### src/logic/reset_seq_pkg.sv
// Constants, field positions and types of the reset sequencer.
package reset_seq_pkg;

  // ********************************************************************
  // Timing
  // ********************************************************************
  localparam int CLK_FREQ_HZ = 125000000;
  localparam int CLK_PER_MS = CLK_FREQ_HZ / 1000;
  localparam int CLK_PER_US = CLK_FREQ_HZ / 1000000;
  localparam int POWERUP_DELAY_PERIOD_MS = 72;
  localparam int POWERUP_DELAY_CYCLES = POWERUP_DELAY_PERIOD_MS * CLK_PER_MS;
  localparam int SUPPLY_DROP_MIN_DURATION_US = 100;
  localparam int SUPPLY_DROP_MIN_CYCLES =
    SUPPLY_DROP_MIN_DURATION_US * CLK_PER_US;
  localparam int OSC_STARTUP_EDGES = 1024;
  localparam int DUMMY_CYCLES = 2;
  localparam logic [12:0] IRQ_VECTOR_ADDR = 13'h0004;

  // ********************************************************************
  // Register map
  // ********************************************************************
  localparam logic [31:0] CONFIG_OFFSET = 32'h00000000;
  localparam logic [31:0] STATUS_OFFSET = 32'h00000004;
  localparam int CFG_DROP_EN_BIT = 0;
  localparam int CFG_POWERUP_DELAY_TIMER_EN_BIT = 1;
  localparam int CFG_MODE_LSB = 2;
  localparam int CFG_GIE_BIT = 4;
  localparam logic [4:0] CONFIG_RESET = 5'h07;
  localparam int STS_STATE_LSB = 0;
  localparam int STS_CORE_RESET_BIT = 8;
  localparam int STS_POR_CAUSE_BIT = 9;
  localparam int STS_DROP_CAUSE_BIT = 10;
  localparam int STS_MASTER_CLEAR_PIN_CAUSE_BIT = 11;
  localparam logic [1:0] RESP_OKAY = 2'h0;
  localparam logic [1:0] RESP_SLVERR = 2'h2;

  // ********************************************************************
  // Types
  // ********************************************************************
  typedef enum logic [1:0] {
    MODE_LOW_POWER_CRYSTAL = 2'h0,
    MODE_STANDARD_CRYSTAL = 2'h1,
    MODE_HIGH_SPEED_CRYSTAL = 2'h2,
    MODE_RC = 2'h3
  } osc_mode_e;

  typedef enum logic [7:0] {
    ST_POWERUP_DELAY_TIMER = 8'h01,
    ST_OST = 8'h02,
    ST_HELD = 8'h04,
    ST_DROP = 8'h08,
    ST_RUN = 8'h10,
    ST_SLEEP = 8'h20,
    ST_WAKE_OST = 8'h40,
    ST_DUMMY = 8'h80
  } seq_state_e;

endpackage

### src/logic/step_counter.sv
// Saturating step counter that flags when a set number of steps is reached.
`timescale 1ns/1ps
`default_nettype none
module step_counter #(
  parameter int LIMIT = 1024
) (
  input wire logic clk_in,
  input wire logic rst_b_in,
  input wire logic ce_in,
  input wire logic clear_in,
  input wire logic step_in,
  output logic expired_out
);

  localparam int W = $clog2(LIMIT + 1);
  localparam logic [W-1:0] LIMIT_W = W'(LIMIT);

  logic [W-1:0] cnt_ff;

  if (LIMIT < 1) begin : g_chk
    $error("step_counter LIMIT must be at least one");
  end

  assign expired_out = (cnt_ff == LIMIT_W);

  always_ff @(posedge clk_in or negedge rst_b_in) begin
    if (!rst_b_in) begin
      cnt_ff <= '0;
    end else if (ce_in) begin
      if (clear_in) begin
        cnt_ff <= '0;
      end else if (step_in && !expired_out) begin
        cnt_ff <= cnt_ff + W'(1);
      end
    end
  end

endmodule
`default_nettype wire

### src/logic/osc_edge_detect.sv
// Rising-edge detector for the sampled oscillator input pin.
`timescale 1ns/1ps
`default_nettype none
module osc_edge_detect (
  input wire logic clk_in,
  input wire logic rst_b_in,
  input wire logic ce_in,
  input wire logic osc_in,
  output logic rise_out
);

  logic prev_ff;

  assign rise_out = osc_in && !prev_ff;

  always_ff @(posedge clk_in or negedge rst_b_in) begin
    if (!rst_b_in) begin
      prev_ff <= 1'b1;
    end else if (ce_in) begin
      prev_ff <= osc_in;
    end
  end

endmodule
`default_nettype wire

### src/logic/reset_timeout_sequencer.sv
// Reset release sequencer with power-up timer, start-up count and drop filter.
//
// Notes on behaviour
// - The start-up count waits 1024 edges, after the timer if it is on.
// - Only crystal modes run the start-up count, after power-on or wake-up.
// - One enable bit switches the whole supply drop reset on or off.
// - Supply-low held past the minimum duration resets the device.
// - Drop reset holds until supply-low clears.
// - After drop recovery the power-up timer holds reset for its period.
// - Supply-low during that timer restarts the drop sequence and the timer.
// - With supply drop reset enabled the power-up timer is always on.
// - Power-on runs the timer if enabled, then the start-up count in crystal modes.
// - Reset ends with the start-up count if no other source is active; in RC mode and after drop recovery it ends after the power-up timer.
// - Timers run while master clear is low; the core starts when it rises.
// - Wake-up with interrupts on branches to 0004h after the dummy cycles.
// - The fixed power-up delay starts on power-on or drop recovery only.
//
// Implementation choices: the address map and the AXI4-Lite interface to the registers.
`timescale 1ns/1ps
`default_nettype none
module reset_timeout_sequencer #(
  parameter int POWERUP_DELAY_TIMER_CYCLES = reset_seq_pkg::POWERUP_DELAY_CYCLES,
  parameter int DROP_CYCLES = reset_seq_pkg::SUPPLY_DROP_MIN_CYCLES,
  parameter int OST_EDGES = reset_seq_pkg::OSC_STARTUP_EDGES,
  parameter int DUMMY_COUNT = reset_seq_pkg::DUMMY_CYCLES
) (
  input wire logic CLK_IN,
  input wire logic RST_B_IN,
  input wire logic CE_IN,
  input wire logic POWER_ON_IN,
  input wire logic SUPPLY_LOW_IN,
  input wire logic MASTER_CLEAR_B_IN,
  input wire logic OSCILLATOR_INPUT_PIN_IN,
  input wire logic SLEEP_IN,
  input wire logic WAKE_IN,
  output logic CORE_RESET_OUT,
  output logic CORE_HALT_OUT,
  output logic VECTOR_VALID_OUT,
  output logic [12:0] VECTOR_ADDR_OUT,
  output logic RESUME_OUT,
  input wire logic [31:0] AXI_AWADDR_IN,
  input wire logic AXI_AWVALID_IN,
  output logic AXI_AWREADY_OUT,
  input wire logic [31:0] AXI_WDATA_IN,
  input wire logic [3:0] AXI_WSTRB_IN,
  input wire logic AXI_WVALID_IN,
  output logic AXI_WREADY_OUT,
  output logic [1:0] AXI_BRESP_OUT,
  output logic AXI_BVALID_OUT,
  input wire logic AXI_BREADY_IN,
  input wire logic [31:0] AXI_ARADDR_IN,
  input wire logic AXI_ARVALID_IN,
  output logic AXI_ARREADY_OUT,
  output logic [31:0] AXI_RDATA_OUT,
  output logic [1:0] AXI_RRESP_OUT,
  output logic AXI_RVALID_OUT,
  input wire logic AXI_RREADY_IN
);

  // ********************************************************************
  // Parameter checks
  // ********************************************************************
  if (POWERUP_DELAY_TIMER_CYCLES < 1 || DROP_CYCLES < 1 || OST_EDGES < 1) begin : g_chk_t
    $error("timer counts must be at least one");
  end
  if (DUMMY_COUNT < 2) begin : g_chk_d
    $error("DUMMY_COUNT must be at least two");
  end

  // ********************************************************************
  // Declarations
  // ********************************************************************
  reset_seq_pkg::seq_state_e state_ff;
  reset_seq_pkg::seq_state_e nxt_state;
  logic por_seq_ff;
  logic nxt_por_seq;
  logic [4:0] config_ff;
  logic drop_en;
  logic powerup_delay_timer_en_bit;
  logic global_interrupt_enable;
  reset_seq_pkg::osc_mode_e osc_mode;
  logic crystal_mode;
  logic powerup_delay_timer_on;
  logic supply_low;
  logic drop_trip;
  logic powerup_delay_timer_done;
  logic ost_done;
  logic dummy_done;
  logic osc_rise;
  logic master_clear_pin_high;
  logic core_reset_ff;
  logic core_halt_ff;
  logic vector_valid_ff;
  logic [12:0] vector_addr_ff;
  logic resume_ff;
  logic por_cause_ff;
  logic drop_cause_ff;
  logic master_clear_pin_cause_ff;
  logic aw_held_ff;
  logic w_held_ff;
  logic [31:0] awaddr_ff;
  logic [31:0] wdata_ff;
  logic [3:0] wstrb_ff;
  logic bvalid_ff;
  logic [1:0] bresp_ff;
  logic rvalid_ff;
  logic [1:0] rresp_ff;
  logic [31:0] rdata_ff;
  logic aw_take;
  logic w_take;
  logic ar_take;
  logic wr_do;
  logic wr_config;
  logic wr_status;
  logic [31:0] status_word;

  // ********************************************************************
  // Configuration decode
  // ********************************************************************
  assign drop_en = config_ff[reset_seq_pkg::CFG_DROP_EN_BIT];
  assign powerup_delay_timer_en_bit = config_ff[reset_seq_pkg::CFG_POWERUP_DELAY_TIMER_EN_BIT];
  assign global_interrupt_enable = config_ff[reset_seq_pkg::CFG_GIE_BIT];
  assign osc_mode = reset_seq_pkg::osc_mode_e'(
    config_ff[reset_seq_pkg::CFG_MODE_LSB +: 2]);
  assign crystal_mode = (osc_mode != reset_seq_pkg::MODE_RC);
  assign powerup_delay_timer_on = powerup_delay_timer_en_bit || drop_en;
  assign supply_low = SUPPLY_LOW_IN && drop_en;
  assign master_clear_pin_high = MASTER_CLEAR_B_IN;

  // ********************************************************************
  // Timers
  // ********************************************************************
  // The power-up timer counts core clocks as its internal time base.
  step_counter #(
    .LIMIT(POWERUP_DELAY_TIMER_CYCLES)
  ) u_powerup_delay_timer (
    .clk_in(CLK_IN),
    .rst_b_in(RST_B_IN),
    .ce_in(CE_IN),
    .clear_in(state_ff != reset_seq_pkg::ST_POWERUP_DELAY_TIMER || POWER_ON_IN),
    .step_in(1'b1),
    .expired_out(powerup_delay_timer_done)
  );

  osc_edge_detect u_osc_edge (
    .clk_in(CLK_IN),
    .rst_b_in(RST_B_IN),
    .ce_in(CE_IN),
    .osc_in(OSCILLATOR_INPUT_PIN_IN),
    .rise_out(osc_rise)
  );

  step_counter #(
    .LIMIT(OST_EDGES)
  ) u_oscillator_startup_counter (
    .clk_in(CLK_IN),
    .rst_b_in(RST_B_IN),
    .ce_in(CE_IN),
    .clear_in((state_ff != reset_seq_pkg::ST_OST &&
               state_ff != reset_seq_pkg::ST_WAKE_OST) || POWER_ON_IN),
    .step_in(osc_rise),
    .expired_out(ost_done)
  );

  // Short supply-low pulses clear the filter before it expires.
  step_counter #(
    .LIMIT(DROP_CYCLES)
  ) u_supply_drop_filter (
    .clk_in(CLK_IN),
    .rst_b_in(RST_B_IN),
    .ce_in(CE_IN),
    .clear_in(!supply_low),
    .step_in(1'b1),
    .expired_out(drop_trip)
  );

  step_counter #(
    .LIMIT(DUMMY_COUNT - 1)
  ) u_dummy_counter (
    .clk_in(CLK_IN),
    .rst_b_in(RST_B_IN),
    .ce_in(CE_IN),
    .clear_in(state_ff != reset_seq_pkg::ST_DUMMY),
    .step_in(1'b1),
    .expired_out(dummy_done)
  );

  // ********************************************************************
  // Sequence control
  // ********************************************************************
  always_comb begin
    nxt_state = state_ff;
    nxt_por_seq = por_seq_ff;
    if (POWER_ON_IN) begin
      nxt_state = reset_seq_pkg::ST_POWERUP_DELAY_TIMER;
      nxt_por_seq = 1'b1;
    end else if (drop_trip && state_ff != reset_seq_pkg::ST_DROP) begin
      nxt_state = reset_seq_pkg::ST_DROP;
    end else begin
      case (state_ff)
        reset_seq_pkg::ST_DROP: begin
          if (!supply_low) begin
            nxt_state = reset_seq_pkg::ST_POWERUP_DELAY_TIMER;
            nxt_por_seq = 1'b0;
          end
        end
        reset_seq_pkg::ST_POWERUP_DELAY_TIMER: begin
          if (!por_seq_ff && supply_low) begin
            nxt_state = reset_seq_pkg::ST_DROP;
          end else if (powerup_delay_timer_done || !powerup_delay_timer_on) begin
            if (por_seq_ff && crystal_mode) begin
              nxt_state = reset_seq_pkg::ST_OST;
            end else if (master_clear_pin_high) begin
              nxt_state = reset_seq_pkg::ST_RUN;
            end else begin
              nxt_state = reset_seq_pkg::ST_HELD;
            end
          end
        end
        reset_seq_pkg::ST_OST: begin
          if (ost_done) begin
            if (master_clear_pin_high) begin
              nxt_state = reset_seq_pkg::ST_RUN;
            end else begin
              nxt_state = reset_seq_pkg::ST_HELD;
            end
          end
        end
        reset_seq_pkg::ST_HELD: begin
          if (master_clear_pin_high) begin
            nxt_state = reset_seq_pkg::ST_RUN;
          end
        end
        reset_seq_pkg::ST_RUN: begin
          if (!master_clear_pin_high) begin
            nxt_state = reset_seq_pkg::ST_HELD;
          end else if (SLEEP_IN) begin
            nxt_state = reset_seq_pkg::ST_SLEEP;
          end
        end
        reset_seq_pkg::ST_SLEEP: begin
          if (!master_clear_pin_high) begin
            nxt_state = reset_seq_pkg::ST_HELD;
          end else if (WAKE_IN && crystal_mode) begin
            nxt_state = reset_seq_pkg::ST_WAKE_OST;
          end else if (WAKE_IN) begin
            nxt_state = reset_seq_pkg::ST_DUMMY;
          end
        end
        reset_seq_pkg::ST_WAKE_OST: begin
          if (!master_clear_pin_high) begin
            nxt_state = reset_seq_pkg::ST_HELD;
          end else if (ost_done) begin
            nxt_state = reset_seq_pkg::ST_DUMMY;
          end
        end
        reset_seq_pkg::ST_DUMMY: begin
          if (!master_clear_pin_high) begin
            nxt_state = reset_seq_pkg::ST_HELD;
          end else if (dummy_done) begin
            nxt_state = reset_seq_pkg::ST_RUN;
          end
        end
        default: begin
          nxt_state = reset_seq_pkg::ST_POWERUP_DELAY_TIMER;
          nxt_por_seq = 1'b1;
        end
      endcase
    end
  end

  // Leaving reset by the asynchronous reset counts as a power-on.
  always_ff @(posedge CLK_IN or negedge RST_B_IN) begin
    if (!RST_B_IN) begin
      state_ff <= reset_seq_pkg::ST_POWERUP_DELAY_TIMER;
      por_seq_ff <= 1'b1;
    end else if (CE_IN) begin
      state_ff <= nxt_state;
      por_seq_ff <= nxt_por_seq;
    end
  end

  // ********************************************************************
  // Core controls
  // ********************************************************************
  always_ff @(posedge CLK_IN or negedge RST_B_IN) begin
    if (!RST_B_IN) begin
      core_reset_ff <= 1'b1;
      core_halt_ff <= 1'b0;
    end else if (CE_IN) begin
      core_reset_ff <= (nxt_state == reset_seq_pkg::ST_POWERUP_DELAY_TIMER) ||
                       (nxt_state == reset_seq_pkg::ST_OST) ||
                       (nxt_state == reset_seq_pkg::ST_HELD) ||
                       (nxt_state == reset_seq_pkg::ST_DROP);
      core_halt_ff <= (nxt_state == reset_seq_pkg::ST_SLEEP) ||
                      (nxt_state == reset_seq_pkg::ST_WAKE_OST) ||
                      (nxt_state == reset_seq_pkg::ST_DUMMY);
    end
  end

  always_ff @(posedge CLK_IN or negedge RST_B_IN) begin
    if (!RST_B_IN) begin
      vector_valid_ff <= 1'b0;
      vector_addr_ff <= 13'h0000;
      resume_ff <= 1'b0;
    end else if (CE_IN) begin
      vector_valid_ff <= 1'b0;
      resume_ff <= 1'b0;
      if (state_ff == reset_seq_pkg::ST_DUMMY &&
          nxt_state == reset_seq_pkg::ST_RUN) begin
        if (global_interrupt_enable) begin
          vector_valid_ff <= 1'b1;
          vector_addr_ff <= reset_seq_pkg::IRQ_VECTOR_ADDR;
        end else begin
          resume_ff <= 1'b1;
        end
      end
    end
  end

  assign CORE_RESET_OUT = core_reset_ff;
  assign CORE_HALT_OUT = core_halt_ff;
  assign VECTOR_VALID_OUT = vector_valid_ff;
  assign VECTOR_ADDR_OUT = vector_addr_ff;
  assign RESUME_OUT = resume_ff;

  // ********************************************************************
  // Reset cause flags
  // ********************************************************************
  // A new cause in the cycle of a clear keeps its flag set.
  always_ff @(posedge CLK_IN or negedge RST_B_IN) begin
    if (!RST_B_IN) begin
      por_cause_ff <= 1'b1;
      drop_cause_ff <= 1'b0;
      master_clear_pin_cause_ff <= 1'b0;
    end else if (CE_IN) begin
      if (POWER_ON_IN) begin
        por_cause_ff <= 1'b1;
      end else if (wr_status &&
                   wdata_ff[reset_seq_pkg::STS_POR_CAUSE_BIT]) begin
        por_cause_ff <= 1'b0;
      end
      if (drop_trip) begin
        drop_cause_ff <= 1'b1;
      end else if (wr_status &&
                   wdata_ff[reset_seq_pkg::STS_DROP_CAUSE_BIT]) begin
        drop_cause_ff <= 1'b0;
      end
      if (!master_clear_pin_high) begin
        master_clear_pin_cause_ff <= 1'b1;
      end else if (wr_status &&
                   wdata_ff[reset_seq_pkg::STS_MASTER_CLEAR_PIN_CAUSE_BIT]) begin
        master_clear_pin_cause_ff <= 1'b0;
      end
    end
  end

  // ********************************************************************
  // AXI4-Lite slave
  // ********************************************************************
  assign AXI_AWREADY_OUT = !aw_held_ff && !bvalid_ff;
  assign AXI_WREADY_OUT = !w_held_ff && !bvalid_ff;
  assign AXI_ARREADY_OUT = !rvalid_ff;
  assign aw_take = AXI_AWVALID_IN && AXI_AWREADY_OUT;
  assign w_take = AXI_WVALID_IN && AXI_WREADY_OUT;
  assign ar_take = AXI_ARVALID_IN && AXI_ARREADY_OUT;
  assign wr_do = aw_held_ff && w_held_ff && !bvalid_ff;
  assign wr_config = wr_do && (awaddr_ff == reset_seq_pkg::CONFIG_OFFSET);
  assign wr_status = wr_do && (awaddr_ff == reset_seq_pkg::STATUS_OFFSET) &&
                     wstrb_ff[1];

  always_comb begin
    status_word = 32'h00000000;
    status_word[reset_seq_pkg::STS_STATE_LSB +: 8] = state_ff;
    status_word[reset_seq_pkg::STS_CORE_RESET_BIT] = core_reset_ff;
    status_word[reset_seq_pkg::STS_POR_CAUSE_BIT] = por_cause_ff;
    status_word[reset_seq_pkg::STS_DROP_CAUSE_BIT] = drop_cause_ff;
    status_word[reset_seq_pkg::STS_MASTER_CLEAR_PIN_CAUSE_BIT] = master_clear_pin_cause_ff;
  end

  always_ff @(posedge CLK_IN or negedge RST_B_IN) begin
    if (!RST_B_IN) begin
      aw_held_ff <= 1'b0;
      w_held_ff <= 1'b0;
      awaddr_ff <= 32'h00000000;
      wdata_ff <= 32'h00000000;
      wstrb_ff <= 4'h0;
      bvalid_ff <= 1'b0;
      bresp_ff <= reset_seq_pkg::RESP_OKAY;
    end else if (CE_IN) begin
      if (aw_take) begin
        aw_held_ff <= 1'b1;
        awaddr_ff <= {AXI_AWADDR_IN[31:2], 2'h0};
      end
      if (w_take) begin
        w_held_ff <= 1'b1;
        wdata_ff <= AXI_WDATA_IN;
        wstrb_ff <= AXI_WSTRB_IN;
      end
      if (wr_do) begin
        aw_held_ff <= 1'b0;
        w_held_ff <= 1'b0;
        bvalid_ff <= 1'b1;
        if (awaddr_ff == reset_seq_pkg::CONFIG_OFFSET ||
            awaddr_ff == reset_seq_pkg::STATUS_OFFSET) begin
          bresp_ff <= reset_seq_pkg::RESP_OKAY;
        end else begin
          bresp_ff <= reset_seq_pkg::RESP_SLVERR;
        end
      end else if (bvalid_ff && AXI_BREADY_IN) begin
        bvalid_ff <= 1'b0;
      end
    end
  end

  always_ff @(posedge CLK_IN or negedge RST_B_IN) begin
    if (!RST_B_IN) begin
      config_ff <= reset_seq_pkg::CONFIG_RESET;
    end else if (CE_IN && wr_config && wstrb_ff[0]) begin
      config_ff <= wdata_ff[4:0];
    end
  end

  always_ff @(posedge CLK_IN or negedge RST_B_IN) begin
    if (!RST_B_IN) begin
      rvalid_ff <= 1'b0;
      rresp_ff <= reset_seq_pkg::RESP_OKAY;
      rdata_ff <= 32'h00000000;
    end else if (CE_IN) begin
      if (ar_take) begin
        rvalid_ff <= 1'b1;
        if ({AXI_ARADDR_IN[31:2], 2'h0} == reset_seq_pkg::CONFIG_OFFSET) begin
          rdata_ff <= {27'h0000000, config_ff};
          rresp_ff <= reset_seq_pkg::RESP_OKAY;
        end else if ({AXI_ARADDR_IN[31:2], 2'h0} ==
                     reset_seq_pkg::STATUS_OFFSET) begin
          rdata_ff <= status_word;
          rresp_ff <= reset_seq_pkg::RESP_OKAY;
        end else begin
          rdata_ff <= 32'h00000000;
          rresp_ff <= reset_seq_pkg::RESP_SLVERR;
        end
      end else if (rvalid_ff && AXI_RREADY_IN) begin
        rvalid_ff <= 1'b0;
      end
    end
  end

  assign AXI_BVALID_OUT = bvalid_ff;
  assign AXI_BRESP_OUT = bresp_ff;
  assign AXI_RVALID_OUT = rvalid_ff;
  assign AXI_RRESP_OUT = rresp_ff;
  assign AXI_RDATA_OUT = rdata_ff;

endmodule
`default_nettype wire

### config.mk
export PLATFORM = sky130hd
export DESIGN_NAME = reset_timeout_sequencer
export DESIGN_NICKNAME = d
export VERILOG_FILES = /design/src/logic/reset_seq_pkg.sv /design/src/logic/step_counter.sv /design/src/logic/osc_edge_detect.sv /design/src/logic/reset_timeout_sequencer.sv
export SDC_FILE = /design/constraint.sdc
export NUM_CORES = 1
export LEC_CHECK = 0
export ABC_AREA = 1
export ABC_CLOCK_PERIOD_IN_PS = 2400
export BUFFER_PORTS_ARGS = -buffer_cell sky130_fd_sc_hd__buf_2
export CORE_AREA = 2 2 123 125
export DETAILED_ROUTE_END_ITERATION = 6
export DIE_AREA = 0 0 125 127
export GPL_ROUTABILITY_DRIVEN = 1
export PLACE_DENSITY_LB_ADDON = 0.12
export SETUP_SLACK_MARGIN = 0.02
export SLEW_MARGIN = 20
export SYNTH_ARGS = -nofsm -noshare
export SYNTH_HDL_FRONTEND = slang
export SYNTH_HIERARCHICAL = 1
export SYNTH_SLANG_ARGS = --single-unit
export TNS_END_PERCENT = 20
### constraint.sdc
create_clock -name CLK_IN -period 2.4 [get_ports CLK_IN]
set_clock_uncertainty 0.2 [all_clocks]
set_input_delay 0.12 -clock CLK_IN [delete_from_list [all_inputs] [get_ports CLK_IN]]
set_output_delay 0.12 -clock CLK_IN [all_outputs]
set_load 0.05 [all_outputs]
* Yosys cells after proc, flatten, opt, wreduce, memory -nomap -nowiden
Index checks and enable logic that the tools add are counted.
Cells by class: equality and inequality tests 33, mux-type cells 54, add/sub/neg operators 4, reduce and logical (&&, ||, !) cells 70
Operators with widths (number):
- $mux W8 | 16
- $pmux W8 S8 | 1
- $eq A30 B1 Y1 const B | 2
- $mux W24 | 2
- $logic_not A32 Y1 | 1
- $logic_not A30 Y1 | 1
- $mux W14 | 2
- $reduce_and A2 Y1 | 14
- $logic_and A1 B1 Y1 | 26
- $add A24 B1 Y24 const B | 1
- $eq A24 B24 Y1 const B | 1
- $mux W12 | 2
- $mux W1 | 23
- $mux W11 | 2
- $eq A8 B1 Y1 const B | 2
- $eq A8 B2 Y1 const B | 2
- $eq A8 B3 Y1 const B | 2
- $eq A8 B4 Y1 const B | 2
- $eq A8 B5 Y1 const B | 2
- $eq A8 B6 Y1 const B | 2
- $eq A8 B7 Y1 const B | 2
- $eq A8 B8 Y1 const B | 2
- $add A14 B1 Y14 const B | 1
- $eq A14 B14 Y1 const B | 1
- other kinds (20) | 49
Word-level totals: input port bits 114, output and inout bits 58, flip-flop bits (word level) 157, word-level logic and storage cells 187

* Depth between registers and ports, before layout
word-level depth 12, mapped depth 15, gate-level depth less buffers 15

* Cells and area by module
The synthesis kept the hierarchy.
Modules (own cells, without submodules):
- reset_timeout_sequencer | times used 1, cells each 554, seq. area each 2010.7 um^2, area an instance 4295.4 um^2
- step_counter at u_powerup_delay_timer | times used 1, cells each 294, seq. area each 600.6 um^2, area an instance 1796.7 um^2
- step_counter at u_supply_drop_filter | times used 1, cells each 158, seq. area each 350.3 um^2, area an instance 992.2 um^2
- step_counter at u_oscillator_startup_counter | times used 1, cells each 111, seq. area each 275.3 um^2, area an instance 735.7 um^2
- osc_edge_detect | times used 1, cells each 7, seq. area each 26.3 um^2, area an instance 51.3 um^2
- step_counter at u_dummy_counter | times used 1, cells each 7, seq. area each 25.0 um^2, area an instance 47.5 um^2

* Worst setup path before layout
Ideal clock, no wire load.
path type reg2reg, start reg bvalid_ff, in the netlist AXI_BVALID_OUT, end reg wdata_ff[2], data arrival time 2.170 ns, slack -0.102 ns, stages on the path, launching flop included 6, buffers on the path 1, library setup time 0.133 ns, period minus slack after synthesis 2.502 ns, required time 2.067 ns, cell sequence dfrtp_1 nor2_1 nand3_1 clkbuf_1 nor2_1 a21oi_1
Between the ends: longest elaborated chain between the ends 4
RTL lines:
- start, declared | RTL line reset_timeout_sequencer.sv:104 | logic bvalid_ff;
- start signal, assigned | RTL line reset_timeout_sequencer.sv:388 | bvalid_ff <= 1'b0;
- start signal, assigned | RTL line reset_timeout_sequencer.sv:403 | bvalid_ff <= 1'b1;
- start signal, assigned | RTL line reset_timeout_sequencer.sv:411 | bvalid_ff <= 1'b0;
- $logic_not A1 Y1 | RTL line reset_timeout_sequencer.sv:362 | assign AXI_WREADY_OUT = !w_held_ff && !bvalid_ff;
- $logic_and A1 B1 Y1 | RTL line reset_timeout_sequencer.sv:362
- net AXI_WREADY_OUT | RTL line reset_timeout_sequencer.sv:47 | output logic AXI_WREADY_OUT,
- $logic_and A1 B1 Y1 | RTL line reset_timeout_sequencer.sv:365 | assign w_take = AXI_WVALID_IN && AXI_WREADY_OUT;
- $reduce_and A2 Y1 (no source line)
- end signal, assigned | RTL line reset_timeout_sequencer.sv:386 | wdata_ff <= 32'h00000000;
- end signal, assigned | RTL line reset_timeout_sequencer.sv:397 | wdata_ff <= AXI_WDATA_IN;
- end, declared | RTL line reset_timeout_sequencer.sv:102 | logic [31:0] wdata_ff;
The timed path passes the listed nets, and every way through them passes these cells. A chain may end at the register's enable or synchronous reset.

* Final worst setup path
start reg u_oscillator_startup_counter.cnt_ff[0], end reg vector_addr_ff[2], in the netlist VECTOR_ADDR_OUT[2]
Between the ends: longest elaborated chain between the ends 9
RTL lines:
- start, declared | RTL line step_counter.sv:18 | logic [W-1:0] cnt_ff;
- start signal, assigned | RTL line step_counter.sv:33 | cnt_ff <= cnt_ff + W'(1);
- $eq A11 B11 Y1 * | RTL line step_counter.sv:24 | assign expired_out = (cnt_ff == LIMIT_W);
- net ost_done | RTL line reset_timeout_sequencer.sv:87 | logic ost_done;
- $mux W8 | RTL line reset_timeout_sequencer.sv:253 | end else if (ost_done) begin
- $mux W8 | RTL line reset_timeout_sequencer.sv:251 | if (!master_clear_pin_high) begin
- $pmux W8 S8 * | RTL line reset_timeout_sequencer.sv:200 | case (state_ff)
- $mux W8 * | RTL line reset_timeout_sequencer.sv:197 | end else if (drop_trip && state_ff != reset_seq_pkg::ST_DROP) begin
- $mux W8 * | RTL line reset_timeout_sequencer.sv:194 | if (POWER_ON_IN) begin
- $eq A8 B5 Y1 * | RTL line reset_timeout_sequencer.sv:310 | nxt_state == reset_seq_pkg::ST_RUN) begin
- $logic_and A1 B1 Y1 * | RTL line reset_timeout_sequencer.sv:309 | if (state_ff == reset_seq_pkg::ST_DUMMY &&
- $reduce_and A3 Y1 (no source line) *
- end signal, assigned | RTL line reset_timeout_sequencer.sv:313 | vector_addr_ff <= reset_seq_pkg::IRQ_VECTOR_ADDR;
- end, declared | RTL line reset_timeout_sequencer.sv:94 | logic [12:0] vector_addr_ff;
The timed path passes the listed nets; every way through them passes the cells marked *.

==> impl_metrics.ini <==
[critical_path]
timing.rr.end = VECTOR_ADDR_OUT[2]$_DFFE_PN0P_
r2r_slack_ns = 0.27
r2r-start = u_oscillator_startup_counter/cnt_ff[0]$_DFFE_PN0P_
setup.worst_path.start_class = register
criticalPathCategory = register to register
critPathLaunch = u_oscillator_startup_counter/cnt_ff[0]$_DFFE_PN0P_
crit_arrival_ns = 2.28
crit_required_ns = 2.55
endpoint_kind = register
rr_worst_depth = 15
cp_max_fo = 7

[power_and_ir_drop]
p_clk_frac = 0.383
p_per_area_nw_per_um2 = 682
p_seq_frac = 0.421
combPwrFrac = 0.196
switching_share = 0.309
p_sw_w = 0.00205
internal-power_w = 0.00458
p_leak_nw = 5.00
ir_drop_mv = 0.675

[clock_network]
worstSkewPairLatency_ns = 0.42
clockBufferDepth = 2
root_buffer = clkbuf_16
cts.htree.levels = 4
cts_made_buffers = 17
cts_num_sinks = 131
cts_tree = built
clk_pin_slew_ns = 0.06

[timing]
slew-limit-headroom = 0.576
period_share = 0.887
period_needed_ns = 2.13
timing.hold.ws_ns = -0.0128
rsz0062_at_grt = false
setup_viol = 0
slew_viol_final = 0
clock.fmax_mhz = 470
tightest_slew_ns = 0.635
hold_violations = 4

[global_routing]
overflow = 0
grt_util_all_layers = 0.258
grt_pass1_wl_mm = 33.6
grt_pass1_vias = 7184
grt_max_degree = 48
antenna_found_initial = 0

[floorplan]
io_pins = 172
coreArea_sq_um = 14400
initial_core_util = 0.549
die_h_microns = 127
rows = 44
die_area_sq_um = 15900
die_w_microns = 125

[logic_synthesis]
postSynthCellCount = 1131
synth_largest_area_cell = dfrtp_1
ys.flop_type = dfrtp_1
synth_seq_cells = 131
synth_top_area_frac = 0.389
yosysMostFrequentCell = nand2_1
async_flop_share = 1.00
seq_area_frac_synth = 0.415
synth_area_per_cell_sq_um = 7.00
synth.distinct_cells = 45
yosysWarnings = 6
synth_edf_count = 0
synth.area.top_cells = dfrtp_1 (39%), nand2_1 (20%), nor2_1 (7.3%)
synthesis.area_sq_um = 7920
synth_common_cells = nand2_1 (422), nor2_1 (154), dfrtp_1 (123), nand3_1 (86), inv_1 (77)

[finish]
nNetsFinal = 1425
syn_to_final_growth_pct = 22.8
nFillCells = 1266
final_cell_area_sq_um = 9720
fin_util = 0.674
layout-drive-gt1-share = 0.185
finalNonFillerCells = 1501
diodes = 0

[placement]
port_buffers = 107
place_congestion = 0.895
dp.cells = 1420
place_area_sq_um = 8640
dp_hpwl_mm = 13.7

[routing]
wl_per_cell_microns = 13.4
first_iter_violations = 597
drc = 0
drt_wl_total_mm = 20.2
drtAntennaViolNets = 0
viasPerCell = 5.11
dr_total_vias = 7670
dr.pass1.iters = 5

[min_path]
hold_path.class = input port to asynchronous set/reset pin

[run]
cap_violations = 0

[status]
violations = negative hold slack
status = finished, violations left
critical path, cell delays in order, from the launching register on:
cell     delay, ns
dfrtp_1       0.41
inv_1         0.09
ha_1          0.14
nand3_1       0.10
nor2_1        0.17
buf_4         0.18
nand2_1       0.07
o21ai_0       0.08
nand3_1       0.09
nand2_1       0.08
inv_2         0.04
nand2_1       0.05
nor2_1        0.05
nor2_2        0.14
nand4_1       0.09
nand2_1       0.07
layout make-up:
cell class / count / area (sq um) / share of cell area
Clock buffer: 20 / 447 / 0.0460
Clock inverter: 11 / 129 / 0.0133
Inverter: 96 / 363 / 0.0373
Multi-Input combinational cell: 879 / 4010 / 0.413
Sequential cell: 131 / 3290 / 0.338
Tap cell: 184 / 230 / 0.0237
Timing Repair Buffer: 180 / 1250 / 0.129
per-layer routing:
metal	vias to the layer above	global-route usage	share of wire
li1	3855	-	-
met1	3559	0.343	0.45
met2	225	0.433	0.48
met3	31	0.0486	0.050
met4	0	0.0817	0.021
met5	-	0	0
power groups by stage:
| stage | sequential [W] | clock [W] | combinational [W] |
|---|---|---|---|
| 3_3_place_gp | 0.00280 | 0 | 0.00120 |
| 5_1_grt | 0.00283 | 0.00270 | 0.00144 |
| 3_5_place_dp | 0.00281 | 0 | 0.00122 |
| 2_1_floorplan | 0.00281 | 0 | 0.000882 |
| 6_report | 0.00279 | 0.00254 | 0.00130 |
| 4_1_cts | 0.00278 | 0.00259 | 0.00129 |
metrics by stage:
stage / TNS (ns) / total power (W) / setup WS [ns]
floorplan: -0.463 / 0.00369 / -0.0154
global placement: 0 / 0.00400 / 0.324
CTS: 0 / 0.00667 / 0.212
detailed placement: 0 / 0.00403 / 0.236
global route: 0 / 0.00698 / 0.0201
finish: 0 / 0.00663 / 0.272
what timing repair did:
action | in CTS | in global routing
gates resized for setup | 0 | 1
setup endpoints to repair | 0 | 3
buffers inserted | 0 | 1
endpoints found under the hold margin | 190 | 0
hold buffers | 49 | 0
cells in the final DEF, fill, tap and decap left out, types with 9 or more instances in the layout:
cell             n
nand3_1         86
clkbuf_16       17
o21ai_0         27
nor2_2          13
inv_1           77
dlygate4sd3_1   49
nand4_1         21
a21oi_1         20
nand2_4          9
nor3_1          11
buf_2          106
conb_1          37
nor2_1         152
nand2_1        422
buf_4           21
inv_2           15
dfrtp_1        123
nand2_2         10
o21ai_1         10
state kept, by name (all words and copies together), names as in the netlist, 2 cells and up:
signal and cells:
awaddr_ff 30, u_powerup_delay_timer/cnt_ff 24, u_supply_drop_filter/cnt_ff 14, AXI_RDATA_OUT 12
u_oscillator_startup_counter/cnt_ff 11, state_ff 8, wdata_ff 8, config_ff 5
wstrb_ff 2
how the worst max path moves through the flow:
stage                                     endpoint  slack [ns]  depth (start not counted)
global route                RESUME_OUT$_DFFE_PN0P_        0.02                         15
floorplan                awaddr_ff[10]$_DFFE_PN0P_       -0.02                          6
CTS                 VECTOR_ADDR_OUT[2]$_DFFE_PN0P_        0.21                         15
global placement    VECTOR_ADDR_OUT[2]$_DFFE_PN0P_        0.32                         15
finish              VECTOR_ADDR_OUT[2]$_DFFE_PN0P_        0.27                         15
detailed placement  VECTOR_ADDR_OUT[2]$_DFFE_PN0P_        0.24                         15
cells by family (layout without fill, tap and decap cells):
kind of cell	after synthesis	after routing	synth area share
adders and majority gates	6	6	0.00948
other	2	37	0.000948
AOI/OAI and AO/OA	76	76	0.0575
buffers and inverters	156	307	0.0957
muxes	4	4	0.00569
xor gates and xnor gates	4	4	0.00442
DFF	131	131	0.415
and+or+nand+nor	752	752	0.411
Note: power is estimated with default switching activity, not from simulation.
